--- src/aof_defines.svh ---
// Register offsets, field positions, reset values and counts of the output format block
`ifndef AOF_DEFINES_SVH
`define AOF_DEFINES_SVH

// Register offsets
`define AOF_ADDR_PAT4_LO   12'h557
`define AOF_ADDR_PAT4_HI   12'h558
`define AOF_ADDR_SEL_A     12'h559
`define AOF_ADDR_SEL_B     12'h55a
`define AOF_ADDR_FMT       12'h561
`define AOF_ADDR_CHAN      12'h564
`define AOF_ADDR_PLL_CFG   12'h56e
`define AOF_ADDR_PLL_STATE 12'h56f
`define AOF_ADDR_IRQ_STAT  12'h5f0
`define AOF_ADDR_IRQ_MASK  12'h5f1

// Reset values
`define AOF_RST_ZERO  8'h00
`define AOF_RST_SEL_B 8'h01
`define AOF_RST_FMT   8'h01

// Writable bits of each register
`define AOF_WMASK_SEL_A 8'h77
`define AOF_WMASK_SEL_B 8'h07
`define AOF_WMASK_FMT   8'h07
`define AOF_WMASK_CHAN  8'h03
`define AOF_WMASK_PLL   8'hf0

// Field positions
`define AOF_SEL0_LSB   0
`define AOF_SEL1_LSB   4
`define AOF_SEL2_LSB   0
`define AOF_INV_BIT    2
`define AOF_FMT_LSB    0
`define AOF_SWAP_BIT   0
`define AOF_RATE_LSB   4
`define AOF_LOCK_BIT   7

// Test mode code that plays the user pattern words
`define AOF_TM_USER    4'h8
`define AOF_PAT_LAST   2'h3

// Interrupt status bits
`define AOF_IRQ_W      3
`define AOF_IRQ_LOCKED 0
`define AOF_IRQ_UNLOCK 1
`define AOF_IRQ_PATEND 2

`endif

--- src/aof_pkg.sv ---
// Types shared by the output format block
package aof_pkg;

  // Control bit source codes; unlisted codes act as zero
  typedef enum logic [2:0] {
    AOF_SRC_ZERO     = 3'h0,
    AOF_SRC_OVR      = 3'h1,
    AOF_SRC_SIG_MON  = 3'h2,
    AOF_SRC_FAST_DET = 3'h3,
    AOF_SRC_SYSREF   = 3'h5
  } aof_src_e;

  // Sample number formats
  typedef enum logic [1:0] {
    AOF_FMT_OFFSET = 2'h0,
    AOF_FMT_TWOS   = 2'h1
  } aof_fmt_e;

  // User pattern player, Gray coded
  typedef enum logic [1:0] {
    AOF_PAT_IDLE = 2'h0,
    AOF_PAT_RUN  = 2'h1,
    AOF_PAT_DONE = 2'h3
  } aof_pat_e;

endpackage

--- src/aof_ctrl_bit_mux.sv ---
// Source selector for one control bit carried with a sample
`timescale 1ns/1ps
`default_nettype none

module aof_ctrl_bit_mux
(
  input  wire logic [2:0] i_sel,
  input  wire logic       i_overrange,
  input  wire logic       i_signal_monitor_flag,
  input  wire logic       i_fast_detect_flag,
  input  wire logic       i_sysref,
  output logic            o_bit
);
  import aof_pkg::*;

  // Code 100 and the reserved codes fall to zero so nothing stray leaks out
  always_comb
  begin
    case (i_sel)
      AOF_SRC_OVR:      o_bit = i_overrange;
      AOF_SRC_SIG_MON:  o_bit = i_signal_monitor_flag;
      AOF_SRC_FAST_DET: o_bit = i_fast_detect_flag;
      AOF_SRC_SYSREF:   o_bit = i_sysref;
      default:          o_bit = 1'b0;
    endcase
  end

endmodule

`default_nettype wire

--- src/aof_output_format.sv ---
// Register bank and sample formatter feeding the serial transport layer
//
// Chosen here: the address-and-strobe port.
`timescale 1ns/1ps
`default_nettype none
`include "aof_defines.svh"

module aof_output_format #(
  parameter int SAMPLE_W = 16
)
(
  input  wire logic                i_core_clk,
  input  wire logic                i_rstn,
  input  wire logic [11:0]         i_addr,
  input  wire logic [7:0]          i_wdata,
  input  wire logic                i_wr,
  input  wire logic                i_rd,
  output logic      [7:0]          o_rdata,
  input  wire logic                i_sample_valid,
  input  wire logic [SAMPLE_W-1:0] i_sample_a,
  input  wire logic [SAMPLE_W-1:0] i_sample_b,
  input  wire logic [1:0]          i_overrange,
  input  wire logic [1:0]          i_signal_monitor_flag,
  input  wire logic [1:0]          i_fast_detect_flag,
  input  wire logic                i_sysref,
  input  wire logic                i_pll_lock,
  input  wire logic [3:0]          i_test_mode_sel,
  input  wire logic                i_user_pattern_single,
  input  wire logic [15:0]         i_user_pattern1,
  input  wire logic [15:0]         i_user_pattern2,
  input  wire logic [15:0]         i_user_pattern3,
  output logic                     o_valid,
  output logic      [SAMPLE_W-1:0] o_data_a,
  output logic      [SAMPLE_W-1:0] o_data_b,
  output logic      [2:0]          o_ctrl_a,
  output logic      [2:0]          o_ctrl_b,
  output logic      [3:0]          o_lane_rate_band,
  output logic                     o_irq
);
  import aof_pkg::*;

  localparam logic [SAMPLE_W-1:0] MSB_MASK = {1'b1, {(SAMPLE_W-1){1'b0}}};

  ////////////////////////////////////////////////////////////////////////////////
  // State
  logic [7:0]            user_pattern4_low,     next_user_pattern4_low;
  logic [7:0]            user_pattern4_high,    next_user_pattern4_high;
  logic [7:0]            control_bit_select_a,  next_control_bit_select_a;
  logic [7:0]            control_bit_select_b,  next_control_bit_select_b;
  logic [7:0]            sample_format_config,  next_sample_format_config;
  logic [7:0]            channel_order_config,  next_channel_order_config;
  logic [7:0]            serializer_pll_config, next_serializer_pll_config;
  logic [7:0]            serializer_pll_state,  next_serializer_pll_state;
  logic [`AOF_IRQ_W-1:0] irq_status,            next_irq_status;
  logic [`AOF_IRQ_W-1:0] irq_mask,              next_irq_mask;
  logic [`AOF_IRQ_W-1:0] irq_event;
  logic                  irq,                   next_irq;
  logic [7:0]            rdata,                 next_rdata;
  logic                  lock_prev;
  aof_pat_e              pat_state,             next_pat_state;
  logic [1:0]            pat_idx,               next_pat_idx;
  logic                  pat_done_ev;
  logic                  valid,                 next_valid;
  logic [SAMPLE_W-1:0]   data_a,                next_data_a;
  logic [SAMPLE_W-1:0]   data_b,                next_data_b;
  logic [2:0]            ctrl_a,                next_ctrl_a;
  logic [2:0]            ctrl_b,                next_ctrl_b;
  logic [1:0]            sync_lvl;
  logic                  sysref_lvl;
  logic                  lock_lvl;
  logic                  user_mode;
  logic                  swap;
  logic [2:0]            sel [3];
  logic [15:0]           pat_words [4];
  wire logic [2:0]       ctrl_raw [2];

  // Inverts and reformats one sample; core samples arrive as two's complement
  function automatic logic [SAMPLE_W-1:0] shape(input logic [SAMPLE_W-1:0] s,
                                                input logic                inv,
                                                input logic [1:0]          fmt);
    logic [SAMPLE_W-1:0] r;
    r = inv ? ~s : s;
    if (fmt == AOF_FMT_OFFSET)
    begin
      r = r ^ MSB_MASK;
    end
    return r;
  endfunction

  ////////////////////////////////////////////////////////////////////////////////
  // Pin inputs: SYSREF and PLL lock come from outside this clock
  aof_pin_sync #(
    .W (2)
  ) u_pin_sync (
    .i_core_clk (i_core_clk),
    .i_rstn     (i_rstn),
    .i_async    ({i_pll_lock, i_sysref}),
    .o_level    (sync_lvl)
  );

  assign sysref_lvl = sync_lvl[0];
  assign lock_lvl   = sync_lvl[1];

  // Select fields and derived controls
  assign sel[0]    = control_bit_select_a[`AOF_SEL0_LSB +: 3];
  assign sel[1]    = control_bit_select_a[`AOF_SEL1_LSB +: 3];
  assign sel[2]    = control_bit_select_b[`AOF_SEL2_LSB +: 3];
  assign swap      = channel_order_config[`AOF_SWAP_BIT];
  assign user_mode = (i_test_mode_sel == `AOF_TM_USER);
  assign pat_words[0] = i_user_pattern1;
  assign pat_words[1] = i_user_pattern2;
  assign pat_words[2] = i_user_pattern3;
  assign pat_words[3] = {user_pattern4_high, user_pattern4_low};

  // One selector per channel and control bit; flags stay with their channel
  for (genvar ch = 0; ch < 2; ch++)
  begin : g_chan
    for (genvar k = 0; k < 3; k++)
    begin : g_bit
      aof_ctrl_bit_mux u_mux (
        .i_sel                 (sel[k]),
        .i_overrange           (i_overrange[ch]),
        .i_signal_monitor_flag (i_signal_monitor_flag[ch]),
        .i_fast_detect_flag    (i_fast_detect_flag[ch]),
        .i_sysref              (sysref_lvl),
        .o_bit                 (ctrl_raw[ch][k])
      );
    end
  end

  ////////////////////////////////////////////////////////////////////////////////
  // Register bank: writes, read mux, status and interrupts
  always_comb
  begin
    next_user_pattern4_low     = user_pattern4_low;
    next_user_pattern4_high    = user_pattern4_high;
    next_control_bit_select_a  = control_bit_select_a;
    next_control_bit_select_b  = control_bit_select_b;
    next_sample_format_config  = sample_format_config;
    next_channel_order_config  = channel_order_config;
    next_serializer_pll_config = serializer_pll_config;
    next_irq_mask              = irq_mask;
    next_irq_status            = irq_status;
    // Reserved bits are masked off so they always read zero
    if (i_wr)
    begin
      if (i_addr == `AOF_ADDR_PAT4_LO)
        next_user_pattern4_low = i_wdata;
      else if (i_addr == `AOF_ADDR_PAT4_HI)
        next_user_pattern4_high = i_wdata;
      else if (i_addr == `AOF_ADDR_SEL_A)
        next_control_bit_select_a = i_wdata & `AOF_WMASK_SEL_A;
      else if (i_addr == `AOF_ADDR_SEL_B)
        next_control_bit_select_b = i_wdata & `AOF_WMASK_SEL_B;
      else if (i_addr == `AOF_ADDR_FMT)
        next_sample_format_config = i_wdata & `AOF_WMASK_FMT;
      else if (i_addr == `AOF_ADDR_CHAN)
        next_channel_order_config = i_wdata & `AOF_WMASK_CHAN;
      else if (i_addr == `AOF_ADDR_PLL_CFG)
        next_serializer_pll_config = i_wdata & `AOF_WMASK_PLL;
      else if (i_addr == `AOF_ADDR_IRQ_STAT)
        next_irq_status = irq_status & ~i_wdata[`AOF_IRQ_W-1:0];
      else if (i_addr == `AOF_ADDR_IRQ_MASK)
        next_irq_mask = i_wdata[`AOF_IRQ_W-1:0];
    end
    // Lock status tracks the synchronised PLL lock level
    next_serializer_pll_state = `AOF_RST_ZERO;
    next_serializer_pll_state[`AOF_LOCK_BIT] = lock_lvl;
    // Events are ORed last so a set beats a clear in the same cycle
    irq_event = '0;
    irq_event[`AOF_IRQ_LOCKED] = lock_lvl & ~lock_prev;
    irq_event[`AOF_IRQ_UNLOCK] = ~lock_lvl & lock_prev;
    irq_event[`AOF_IRQ_PATEND] = pat_done_ev;
    next_irq_status = next_irq_status | irq_event;
    next_irq = |(next_irq_status & next_irq_mask);
    // Unmapped reads answer zero
    next_rdata = `AOF_RST_ZERO;
    if (i_rd)
    begin
      if (i_addr == `AOF_ADDR_PAT4_LO)
        next_rdata = user_pattern4_low;
      else if (i_addr == `AOF_ADDR_PAT4_HI)
        next_rdata = user_pattern4_high;
      else if (i_addr == `AOF_ADDR_SEL_A)
        next_rdata = control_bit_select_a;
      else if (i_addr == `AOF_ADDR_SEL_B)
        next_rdata = control_bit_select_b;
      else if (i_addr == `AOF_ADDR_FMT)
        next_rdata = sample_format_config;
      else if (i_addr == `AOF_ADDR_CHAN)
        next_rdata = channel_order_config;
      else if (i_addr == `AOF_ADDR_PLL_CFG)
        next_rdata = serializer_pll_config;
      else if (i_addr == `AOF_ADDR_PLL_STATE)
        next_rdata = serializer_pll_state;
      else if (i_addr == `AOF_ADDR_IRQ_STAT)
        next_rdata = {5'h00, irq_status};
      else if (i_addr == `AOF_ADDR_IRQ_MASK)
        next_rdata = {5'h00, irq_mask};
    end
  end

  // Register bank flops
  always_ff @(posedge i_core_clk)
  begin
    if (!i_rstn)
    begin
      user_pattern4_low     <= `AOF_RST_ZERO;
      user_pattern4_high    <= `AOF_RST_ZERO;
      control_bit_select_a  <= `AOF_RST_ZERO;
      control_bit_select_b  <= `AOF_RST_SEL_B;
      sample_format_config  <= `AOF_RST_FMT;
      channel_order_config  <= `AOF_RST_ZERO;
      serializer_pll_config <= `AOF_RST_ZERO;
      serializer_pll_state  <= `AOF_RST_ZERO;
      irq_status            <= '0;
      irq_mask              <= '0;
      irq                   <= 1'b0;
      rdata                 <= `AOF_RST_ZERO;
      lock_prev             <= 1'b0;
    end
    else
    begin
      user_pattern4_low     <= next_user_pattern4_low;
      user_pattern4_high    <= next_user_pattern4_high;
      control_bit_select_a  <= next_control_bit_select_a;
      control_bit_select_b  <= next_control_bit_select_b;
      sample_format_config  <= next_sample_format_config;
      channel_order_config  <= next_channel_order_config;
      serializer_pll_config <= next_serializer_pll_config;
      serializer_pll_state  <= next_serializer_pll_state;
      irq_status            <= next_irq_status;
      irq_mask              <= next_irq_mask;
      irq                   <= next_irq;
      rdata                 <= next_rdata;
      lock_prev             <= lock_lvl;
    end
  end

  ////////////////////////////////////////////////////////////////////////////////
  // Sample path and user pattern player
  always_comb
  begin
    logic [SAMPLE_W-1:0] ch_a;
    logic [SAMPLE_W-1:0] ch_b;
    ch_a           = '0;
    ch_b           = '0;
    next_pat_state = pat_state;
    next_pat_idx   = pat_idx;
    pat_done_ev    = 1'b0;
    next_valid     = i_sample_valid;
    next_data_a    = data_a;
    next_data_b    = data_b;
    next_ctrl_a    = ctrl_a;
    next_ctrl_b    = ctrl_b;
    // Leaving user mode rewinds the player so the next entry starts at word one
    if (!user_mode)
    begin
      next_pat_state = AOF_PAT_IDLE;
      next_pat_idx   = 2'h0;
    end
    else if (i_sample_valid && pat_state != AOF_PAT_DONE)
    begin
      next_pat_state = AOF_PAT_RUN;
      next_pat_idx   = 2'(pat_idx + 2'h1);
      if (pat_idx == `AOF_PAT_LAST && i_user_pattern_single)
      begin
        next_pat_state = AOF_PAT_DONE;
        pat_done_ev    = 1'b1;
      end
    end
    // Data hold between samples; test words bypass the formatter
    if (i_sample_valid)
    begin
      ch_a = shape(i_sample_a, sample_format_config[`AOF_INV_BIT],
                   sample_format_config[`AOF_FMT_LSB +: 2]);
      ch_b = shape(i_sample_b, sample_format_config[`AOF_INV_BIT],
                   sample_format_config[`AOF_FMT_LSB +: 2]);
      if (user_mode)
      begin
        ch_a = (pat_state == AOF_PAT_DONE) ? '0 : SAMPLE_W'(pat_words[pat_idx]);
        ch_b = ch_a;
      end
      next_data_a = swap ? ch_b : ch_a;
      next_data_b = swap ? ch_a : ch_b;
      next_ctrl_a = swap ? ctrl_raw[1] : ctrl_raw[0];
      next_ctrl_b = swap ? ctrl_raw[0] : ctrl_raw[1];
    end
  end

  // Sample path flops
  always_ff @(posedge i_core_clk)
  begin
    if (!i_rstn)
    begin
      pat_state <= AOF_PAT_IDLE;
      pat_idx   <= 2'h0;
      valid     <= 1'b0;
      data_a    <= '0;
      data_b    <= '0;
      ctrl_a    <= 3'h0;
      ctrl_b    <= 3'h0;
    end
    else
    begin
      pat_state <= next_pat_state;
      pat_idx   <= next_pat_idx;
      valid     <= next_valid;
      data_a    <= next_data_a;
      data_b    <= next_data_b;
      ctrl_a    <= next_ctrl_a;
      ctrl_b    <= next_ctrl_b;
    end
  end

  assign o_rdata          = rdata;
  assign o_irq            = irq;
  assign o_valid          = valid;
  assign o_data_a         = data_a;
  assign o_data_b         = data_b;
  assign o_ctrl_a         = ctrl_a;
  assign o_ctrl_b         = ctrl_b;
  assign o_lane_rate_band = serializer_pll_config[`AOF_RATE_LSB +: 4];
endmodule

`default_nettype wire

--- src/aof_pin_sync.sv ---
// Three-stage synchroniser with agreement filter for pin inputs
`timescale 1ns/1ps
`default_nettype none

module aof_pin_sync #(
  parameter int W = 1
)
(
  input  wire logic         i_core_clk,
  input  wire logic         i_rstn,
  input  wire logic [W-1:0] i_async,
  output logic      [W-1:0] o_level
);
  import aof_pkg::*;

  logic [W-1:0] stage1;
  logic [W-1:0] stage2;
  logic [W-1:0] stage3;
  logic [W-1:0] level;
  logic [W-1:0] next_level;

  // A change counts only once the second and third stages agree
  always_comb
  begin
    for (int i = 0; i < W; i++)
    begin
      next_level[i] = (stage2[i] == stage3[i]) ? stage3[i] : level[i];
    end
  end

  // Stage one feeds stage two alone
  always_ff @(posedge i_core_clk)
  begin
    if (!i_rstn)
    begin
      stage1 <= '0;
      stage2 <= '0;
      stage3 <= '0;
      level  <= '0;
    end
    else
    begin
      stage1 <= i_async;
      stage2 <= stage1;
      stage3 <= stage2;
      level  <= next_level;
    end
  end

  assign o_level = level;

endmodule

`default_nettype wire

--- config.mk ---
export PLATFORM = sky130hd
export DESIGN_NAME = aof_output_format
export DESIGN_NICKNAME = d
export VERILOG_FILES = /design/src/aof_pkg.sv /design/src/aof_ctrl_bit_mux.sv /design/src/aof_output_format.sv /design/src/aof_pin_sync.sv
export VERILOG_INCLUDE_DIRS = /design/src
export SDC_FILE = /design/constraint.sdc
export NUM_CORES = 1
export LEC_CHECK = 0
export ABC_AREA = 1
export BUFFER_PORTS_ARGS = -buffer_cell sky130_fd_sc_hd__buf_2
export CAP_MARGIN = 20
export CORE_AREA = 2 2 126 128
export DETAILED_ROUTE_END_ITERATION = 16
export DIE_AREA = 0 0 128 130
export SLEW_MARGIN = 20
export SYNTH_ARGS = -nofsm -noshare
export SYNTH_HDL_FRONTEND = slang
export SYNTH_SLANG_ARGS = --single-unit
--- constraint.sdc ---
create_clock -name i_core_clk -period 1.6 [get_ports i_core_clk]
set_input_delay 0.08 -clock i_core_clk [delete_from_list [all_inputs] [get_ports i_core_clk]]
set_output_delay 0.08 -clock i_core_clk [all_outputs]
set_load 0.01 [all_outputs]
* After elaboration in Yosys (flattened, before gate mapping)
Index checks and enable logic that the tools add are counted.
** Operators by class
- Reductions and logical operators :: 13
- Bitwise gates (word level) :: 19
- Magnitude comparators :: 1
- Equal/unequal tests :: 28
- Add/sub/neg operators :: 1
- Muxes and demuxes :: 53
** Operators with widths (number)
- $mux 16 :: 11
- $eq 12x11->1 const B :: 10
- $mux 3 :: 23
- $mux 8 :: 8
- $bmux 16 s2 :: 1
- $not 16->16 :: 2
- $pmux 1 s4 :: 6
- $eq 3x2->1 const B :: 6
- $not 1->1 :: 10
- $eq 3x1->1 const B :: 3
- $eq 3x3->1 const B :: 3
- $reduce_and 8->1 :: 1
- $reduce_and 7->1 :: 1
- $and 3x3->3 :: 2
- $reduce_and 2->1 :: 3
- $reduce_and 6->1 :: 1
- $reduce_and 5->1 :: 1
- $eq 2x2->1 const B :: 2
- $eq 4x4->1 const B :: 1
- $reduce_and 4->1 :: 1
- $ge 3x3->1 const B :: 1
- $mux 1 :: 3
- $not 2->3 :: 1
- $not 3->3 :: 1
- other kinds (10) :: 13
** Word-level totals
- Output and inout port bits :: 52
- Input bits :: 118
- Register bits after elaboration :: 108

* Logic depth before layout (Yosys ltp)
Gate-level depths: netlist (run 1).
- Word-level depth :: 14
- Mapped depth :: 13
- Mapped depth without buffers :: 13

* By module
Synthesis (run 1) repeated with hierarchy kept, for this count alone.
** Second synthesis, totals
- Cells, all modules :: 1010
- Area, all modules :: 6195.9 um2
** Modules (own cells, without submodules)
- aof_output_format :: cells each 918, seq. area each 1861.8 um2, instances 1, area an instance 5655.4 um2
- aof_ctrl_bit_mux :: cells each 11, seq. area each 0.0 um2, instances 6, area an instance 51.3 um2
- aof_pin_sync :: cells each 26, seq. area each 160.2 um2, instances 1, area an instance 232.7 um2

* Worst setup path after synthesis (run 1)
Ideal clock, no wire load.
- Path kind :: reg2reg
- Start point :: register pat_idx[0]
- End point :: register data_b[14] (netlist: o_data_b[14])
- Stages on the path, launching flop included :: 12
- Required time :: 1484 ps
- Path buffers :: 2
- Data arrival time :: 1286 ps
- Setup slack :: 198 ps
- Period minus slack after synthesis :: 1402 ps
- Path through :: dfxtp_1 clkbuf_2 inv_1 buf_4 o21ai_0 o21ai_0 nand2_1 nand2_1 nand2_1 nand3_1 o211ai_1 inv_1
** On the way
- Longest elaborated chain between the ends :: 7
** Ends and longest elaborated chain
- from (decl) :: RTL line aof_output_format.sv:61 : logic [1:0] pat_idx, next_pat_idx;
- from (signal assigned) :: RTL line aof_output_format.sv:307 : pat_idx <= next_pat_idx;
- $not 2->3 (implied by the code) * :: RTL line aof_output_format.sv:281 : ch_a = (pat_state == AOF_PAT_DONE) ? '0 : SAMPLE_W'(pat_words[pat_idx]);
- $bmux 16 s2 * :: RTL line aof_output_format.sv:281
- $mux 16 (implied by the code) * (2 in series) :: RTL line aof_output_format.sv:281
- $mux 16 * :: RTL line aof_output_format.sv:281
- $mux 16 :: RTL line aof_output_format.sv:279 : if (user_mode)
- $mux 16 * :: RTL line aof_output_format.sv:285 : next_data_b = swap ? ch_a : ch_b;
- to (signal assigned) :: RTL line aof_output_format.sv:310 : data_b <= next_data_b;
- to (decl) :: RTL line aof_output_format.sv:65 : logic [SAMPLE_W-1:0] data_b, next_data_b;
Mark *: on every way between the ends. The rest lies on a longest branch, timed or not. The select of a mux whose other input is x is not followed.
A chain may end at the register's enable or synchronous reset.

* Final worst setup path (run 1)
- Start point :: register pat_idx[0]
- End point :: register data_a[0] (netlist: o_data_a[0])
** On the way
- Longest elaborated chain between the ends :: 7
** Ends and longest elaborated chain
- $not 2->3 (implied by the code) * :: RTL line aof_output_format.sv:281
- $bmux 16 s2 * :: RTL line aof_output_format.sv:281
- $mux 16 (implied by the code) * (2 in series) :: RTL line aof_output_format.sv:281
- $mux 16 * :: RTL line aof_output_format.sv:281
- $mux 16 :: RTL line aof_output_format.sv:279
- $mux 16 * :: RTL line aof_output_format.sv:284 : next_data_a = swap ? ch_b : ch_a;
- to (signal assigned) :: RTL line aof_output_format.sv:309 : data_a <= next_data_a;
- to (decl) :: RTL line aof_output_format.sv:64 : logic [SAMPLE_W-1:0] data_a, next_data_a;
Marks and branches as above.

==> results of run 1 <==
[worst max-delay path, cell delays in order, from the launching register on]
cell,delay (ns)
dfxtp_4,0.38
inv_2,0.06
clkbuf_4,0.17
o21ai_2,0.19
o21ai_2,0.09
nand2_1,0.12
nand2_1,0.08
nand2_1,0.06
nand3_1,0.07
o211ai_1,0.09
inv_1,0.05
[layer usage]
metal	vias up	track usage, %	part of all wire, %
li1	3386	-	-
met5	-	0	0
met4	0	7.69	2.2
met2	245	38.0	46
met1	2913	30.3	45
met3	28	4.67	6.6
[cell usage in the layout, fill, tap and decap left out, types with 2 or more instances in the layout]
master,instances
nand2_1,216
buf_2,169
inv_1,108
dfxtp_1,99
nor2_1,95
o21ai_0,71
a21oi_1,60
nand3_1,58
o211ai_1,40
o21ai_1,37
nand4_1,27
buf_4,16
clkbuf_16,9
a211oi_1,8
buf_12,6
nand2_2,5
dlygate4sd3_1,5
inv_2,4
nor2_2,4
nand3_2,4
nor2_4,4
o21ai_2,3
xor2_1,3
or2_2,3
xnor2_1,3
a41oi_1,3
nor2_8,2
a211oi_2,2
o2111ai_1,2
o22ai_1,2
inv_8,2
[worst min path at each step]
stage | to | slack, ns
after CTS | control_bit_select_b[2]$_SDFFE_PN0P_ | 0.02
after detailed placement | u_pin_sync.stage1[1]$_SDFF_PN0_ | 0.26
final | control_bit_select_b[1]$_SDFFE_PN0P_ | 0.02
after global routing | control_bit_select_b[1]$_SDFFE_PN0P_ | 0.03
after floorplan | u_pin_sync.stage1[0]$_SDFF_PN0_ | 0.18
after global placement | u_pin_sync.stage1[0]$_SDFF_PN0_ | 0.26
[kinds of logic (layout without fill, tap and decap cells)]
kind of cell             after synthesis  in the layout  share of synthesized area (%)
AND/OR/NAND/NOR                      423            423                           31.4
AO/OA/AOI/OAI                        232            232                           22.2
buffers and inverters                167            329                           11.6
flip-flops                           101            101                           33.7
XOR/XNOR                               6              6                          0.875
adder cells (fa/ha/maj)                1              1                          0.208
[flip-flops by register name, indices dropped and copies added (netlist names), 4 cells and up]
name,cells
control_bit_select_a,6
o_data_a,16
o_data_b,16
o_rdata,8
serializer_pll_config,4
user_pattern4_high,8
user_pattern4_low,8
[synth_stat cells (4+ instances only)]
| cell | instances |
|---|---|
| o211ai_1 | 40 |
| buf_2 | 18 |
| dfxtp_1 | 101 |
| nand3_1 | 59 |
| a211oi_1 | 8 |
| nand2_1 | 217 |
| clkbuf_1 | 17 |
| buf_1 | 7 |
| nor2_4 | 4 |
| o21ai_1 | 24 |
| a21oi_1 | 60 |
| nand2_2 | 4 |
| buf_4 | 5 |
| inv_1 | 109 |
| nand4_1 | 27 |
| o21ai_0 | 87 |
| nor2_1 | 96 |
[area by class of cell]
| class | count | area, sq um | share of cell area, % |
|---|---|---|---|
| Tap cell | 192 | 240 | 3.21 |
| Multi-Input combinational cell | 662 | 3310 | 44.1 |
| Clock buffer | 9 | 225 | 3.01 |
| Sequential cell | 101 | 2030 | 27.0 |
| Inverter | 114 | 432 | 5.76 |
| Timing Repair Buffer | 199 | 1170 | 15.6 |
| Clock inverter | 7 | 93.8 | 1.25 |
[per-stage QoR]
stage	power (mW)	instance area, sq um	cells
after floorplan	3.09	6010	930
after global placement	3.45	7080	1262
after detailed placement	3.46	7080	1262
after CTS	5.80	7460	1283
after global routing	6.01	7490	1284
final	5.74	7490	1284
[power breakdown]
part	internal (mW)	total, mW	leakage [nW]	switching, mW
clock	1.26	2.32	0.153	1.07
combinational	0.320	0.776	2.82	0.456
sequential	2.59	2.64	0.826	0.0461
total	4.17	5.74	3.80	1.57
[timing repair]
action,4_1_cts,5_1_grt
hold buffers,5,0
endpoints found under the hold margin,6,0
gates cloned,0,1
pin swaps,0,5
setup endpoints to repair,11,26
gates resized for setup,5,24
==> results.yml, run 1 <==
outcome:
  status: "finished clean"
critical_path:
  arrival_ns: 1.73
  cp-start-kind: "flip-flop"
  timing.rr.start: "pat_idx[0]$_SDFFE_PN0P_"
  cp-startpoint: "pat_idx[0]$_SDFFE_PN0P_"
  worstPathMaxFanout: 6
  critical_path_class: "flip-flop to flip-flop"
  cp-end-kind: "flip-flop"
  required_ns: 1.84
  r2r_end: "o_data_a[0]$_SDFFE_PN0P_"
  r2r_setup_slack_ns: 0.11
  cp-endpoint: "o_data_a[0]$_SDFFE_PN0P_"
  reg2regPathDepth: 10
routing:
  vias: 6572
  dr.first_iter.drc_count: 433
  route.detailed.drc: 0
  vias_per_cell: 5.12
  ant_nets: 0
  wl_per_cell_microns: 14.9
  firstDrtPassIters: 6
  routed_wl_microns: 19100
timing:
  finalHoldViolCount: 0
  worst_slew_pin_slew_ns: 0.608
  finalSetupTns_ns: 0
  setup_viol: 0
  max_freq_mhz: 672
  skew_ns: 0.0118
  slew_violations: 0
  whs_ns: 0.0205
  setup_slack_ns: 0.111
  rsz0062_at_grt: "true"
  fin_crit_sh_pct: 93.1
  max_slew_margin_pct: 59.4
  period_needed_ns: 1.49
placed_design:
  place_ws_ns: -0.170
  hpwl_microns: 14500
  gp_congestion: 0.867
  numPortBuffers: 169
synthesis:
  syn_nets: 1049
  synth_edf_count: 0
  yosysWarningCount: 0
  synth-seq-area-share_pct: 33.7
  synth_area_sq_um: 6010
  syn_inst: 930
  synth_flop_cell: "dfxtp_1"
  yosysTopAreaCell: "dfxtp_1"
  avgSynthCellArea_sq_um: 6.46
  ys_ff_latch: 101
  async_flop_share_pct: 0
  yosys.area.top_type_share_pct: 33.7
  ys_types: 42
  synth.area.top_cells: "dfxtp_1 34%, nand2_1 14%, o21ai_0 7.3%"
pwr:
  power_per_cell_area_nw_per_um2: 765
  max-vdd-ir-drop_mv: 0.581
  power_leakage_nw: 3.80
cts:
  cts-root-buf: "clkbuf_16"
  insertion_delay_ns: 0.36
  cts_tree: "yes"
  clockBufferDepth: 2
  post_cts_buffers: 0
  cts_sinks: 101
  clkTransAtPathRegs_ns: 0.07
  cts_max_level: 3
  cts_made_buffers: 9
floorplan:
  die_area_sq_um: 16600
  rows: 46
  die_h_microns: 130
  ioPinCount: 170
  initial_utilization_pct: 38.9
  dieWidth_microns: 128
  coreArea_sq_um: 15400
grt:
  grt_pass1_wl_microns: 30200
  grt_overflow: 0
  grt_pass1_vias: 5856
  grt_usage_pct: 23.0
  grt_max_degree: 71
  grt_antenna_before_repair: 0
finish:
  fill_cells: 1615
  drive_gt1_share_pct: 22.9
  postLayoutCoreUtil_pct: 48.6
  diodes: 0
  syn_to_final_growth_pct: 24.8
  nets: 1206
min_path:
  hp-start: "i_wdata[1]"
  whs_path_depth: 3
  hold_path.class: "input pin to flip-flop"
run:
  cap_viol_max_count: 0
Power figures use the tool's default switching activity.
==> run 2: changes to the inputs <==
==> constraint.sdc (replaced) <==
create_clock -name i_core_clk -period 1.6 [get_ports i_core_clk]
set_input_delay 0.32 -clock i_core_clk [delete_from_list [all_inputs] [get_ports i_core_clk]]
set_output_delay 0.32 -clock i_core_clk [all_outputs]
set_load 0.005 [all_outputs]
==> results.yml, run 2 (synthesis gave the netlist of run 1 again) <==
cts:
  cts_max_level: 3
  cts_hold_buffers: 0
  cts_made_buffers: 9
  cts-root-buf: "clkbuf_16"
  insertion_delay_ns: 0.36
  cts_sinks: 101
  clockBufferDepth: 2
  cts_tree: "yes"
  clkTransAtPathRegs_ns: 0.07
  post_cts_buffers: 0
grt:
  grt_overflow: 0
  met1_usage_pct: 30.6
  grt_pass1_vias: 5916
  grt_usage_pct: 22.8
  gr-usage-met2_pct: 36.9
  grtUsageMet3_pct: 4.59
  grt_pass1_wl_microns: 29900
  grt_max_degree: 69
  grt_antenna_before_repair: 1
  busiest_layer: "met2"
placed_design:
  gp_congestion: 0.856
  hpwl_microns: 14800
  numPortBuffers: 169
  place_ws_ns: -0.0630
finish:
  final_cell_mix: "215 x nand2_1, 169 x buf_2, 109 x inv_1"
  drive_gt1_share_pct: 25.5
  final_common_cell: "nand2_1"
  nets: 1228
  syn_to_final_growth_pct: 27.6
  diodes: 0
  postLayoutCoreUtil_pct: 49.7
critical_path:
  required_ns: 1.84
  arrival_ns: 1.76
  r2r_setup_slack_ns: 0.08
  cp-end-kind: "flip-flop"
  cp-start-kind: "flip-flop"
  reg2regPathDepth: 10
  r2r_end: "o_data_b[13]$_SDFFE_PN0P_"
  critical_path_class: "flip-flop to flip-flop"
  timing.rr.start: "pat_idx[0]$_SDFFE_PN0P_"
  worstPathMaxFanout: 12
routing:
  route.detailed.drc: 0
  dr.first_iter.drc_count: 414
  vias_per_cell: 5.08
  firstDrtPassIters: 4
  ant_nets: 0
  vias: 6634
  wl_per_cell_microns: 14.6
  routed_wl_microns: 19100
timing:
  period_needed_ns: 1.52
  finalHoldViolCount: 0
  slew_violations: 0
  worst_slew_pin_slew_ns: 0.383
  setup_viol: 0
  setup_slack_ns: 0.0767
  skew_ns: 0.0121
  whs_ns: 0.149
  fin_crit_sh_pct: 95.2
  max_freq_mhz: 656
  max_slew_margin_pct: 74.5
  finalSetupTns_ns: 0
  rsz0062_at_grt: "true"
floorplan:
  die_area_sq_um: 16600
  initial_utilization_pct: 38.9
  rows: 46
  die_h_microns: 130
  ioPinCount: 170
  coreArea_sq_um: 15400
  dieWidth_microns: 128
min_path:
  hp-start: "i_pll_lock"
  hold_end: "u_pin_sync.stage1[1]$_SDFF_PN0_"
  whs_path_depth: 3
  hold_path.class: "input pin to flip-flop"
outcome:
  status: "finished clean"
pwr:
  p_total_mw: 5.57
  power_per_cell_area_nw_per_um2: 728
  max-vdd-ir-drop_mv: 0.490
  power_leakage_nw: 3.91
run:
  cap_viol_max_count: 0
-- run 2: cell type report --
cell class                      instances  area (sq um)
Tap cell                              192           240
Inverter                              114           432
Clock buffer                           10           239
Timing Repair Buffer                  221          1340
Sequential cell                       101          2030
Multi-Input combinational cell        662          3330
Clock inverter                          6          51.3
Fill cell                            1678          7760
-- run 2: what timing repair did --
item / CTS / global route
endpoints found under the setup margin: 13 / 32
resized for setup: 8 / 31
pin swaps: 1 / 5
-- run 2: power breakdown --
group,internal [mW],switching (mW),total [mW]
Sequential,2.59,0.0411,2.63
Clock,1.12,1.04,2.16
Combinational,0.339,0.442,0.781
-- run 2: critical path, cell delays in order (launching register included) --
cell,delay (ns)
dfxtp_4,0.37
inv_1,0.08
buf_4,0.19
o21ai_2,0.15
o21ai_1,0.11
nand2_1,0.14
nand2_1,0.09
nand2_1,0.06
nand3_1,0.07
o211ai_1,0.09
inv_1,0.05
-- run 2: stage by stage --
step / cells / instance area [sq um]
floorplan: 930 / 6010
global placement: 1290 / 7300
detailed placement: 1290 / 7300
CTS: 1306 / 7600
global route: 1306 / 7660
finish: 1306 / 7660
-- run 2: how the worst max path moves through the flow --
stage / slack, ns / cells past startpoint / startpoint / endpoint
after detailed placement: -0.06 / 10 / pat_idx[0]$_SDFFE_PN0P_ / o_data_b[15]$_SDFFE_PN0P_
after global placement: -0.06 / 10 / pat_idx[0]$_SDFFE_PN0P_ / o_data_a[15]$_SDFFE_PN0P_
final: 0.08 / 10 / pat_idx[0]$_SDFFE_PN0P_ / o_data_b[13]$_SDFFE_PN0P_
after floorplan: 0.20 / 11 / pat_idx[0]$_SDFFE_PN0P_ / o_data_b[14]$_SDFFE_PN0P_
after global routing: -0.05 / 11 / pat_idx[0]$_SDFFE_PN0P_ / o_data_a[14]$_SDFFE_PN0P_
after CTS: 0.01 / 10 / pat_idx[0]$_SDFFE_PN0P_ / o_data_a[15]$_SDFFE_PN0P_
-- run 2: metal layers --
layer  share of wire (%)  vias to the layer above
met5               0.084                        -
met4                 2.4                        2
met3                 6.7                       35
met1                  46                     2936
met2                  45                      227
li1                    -                     3434
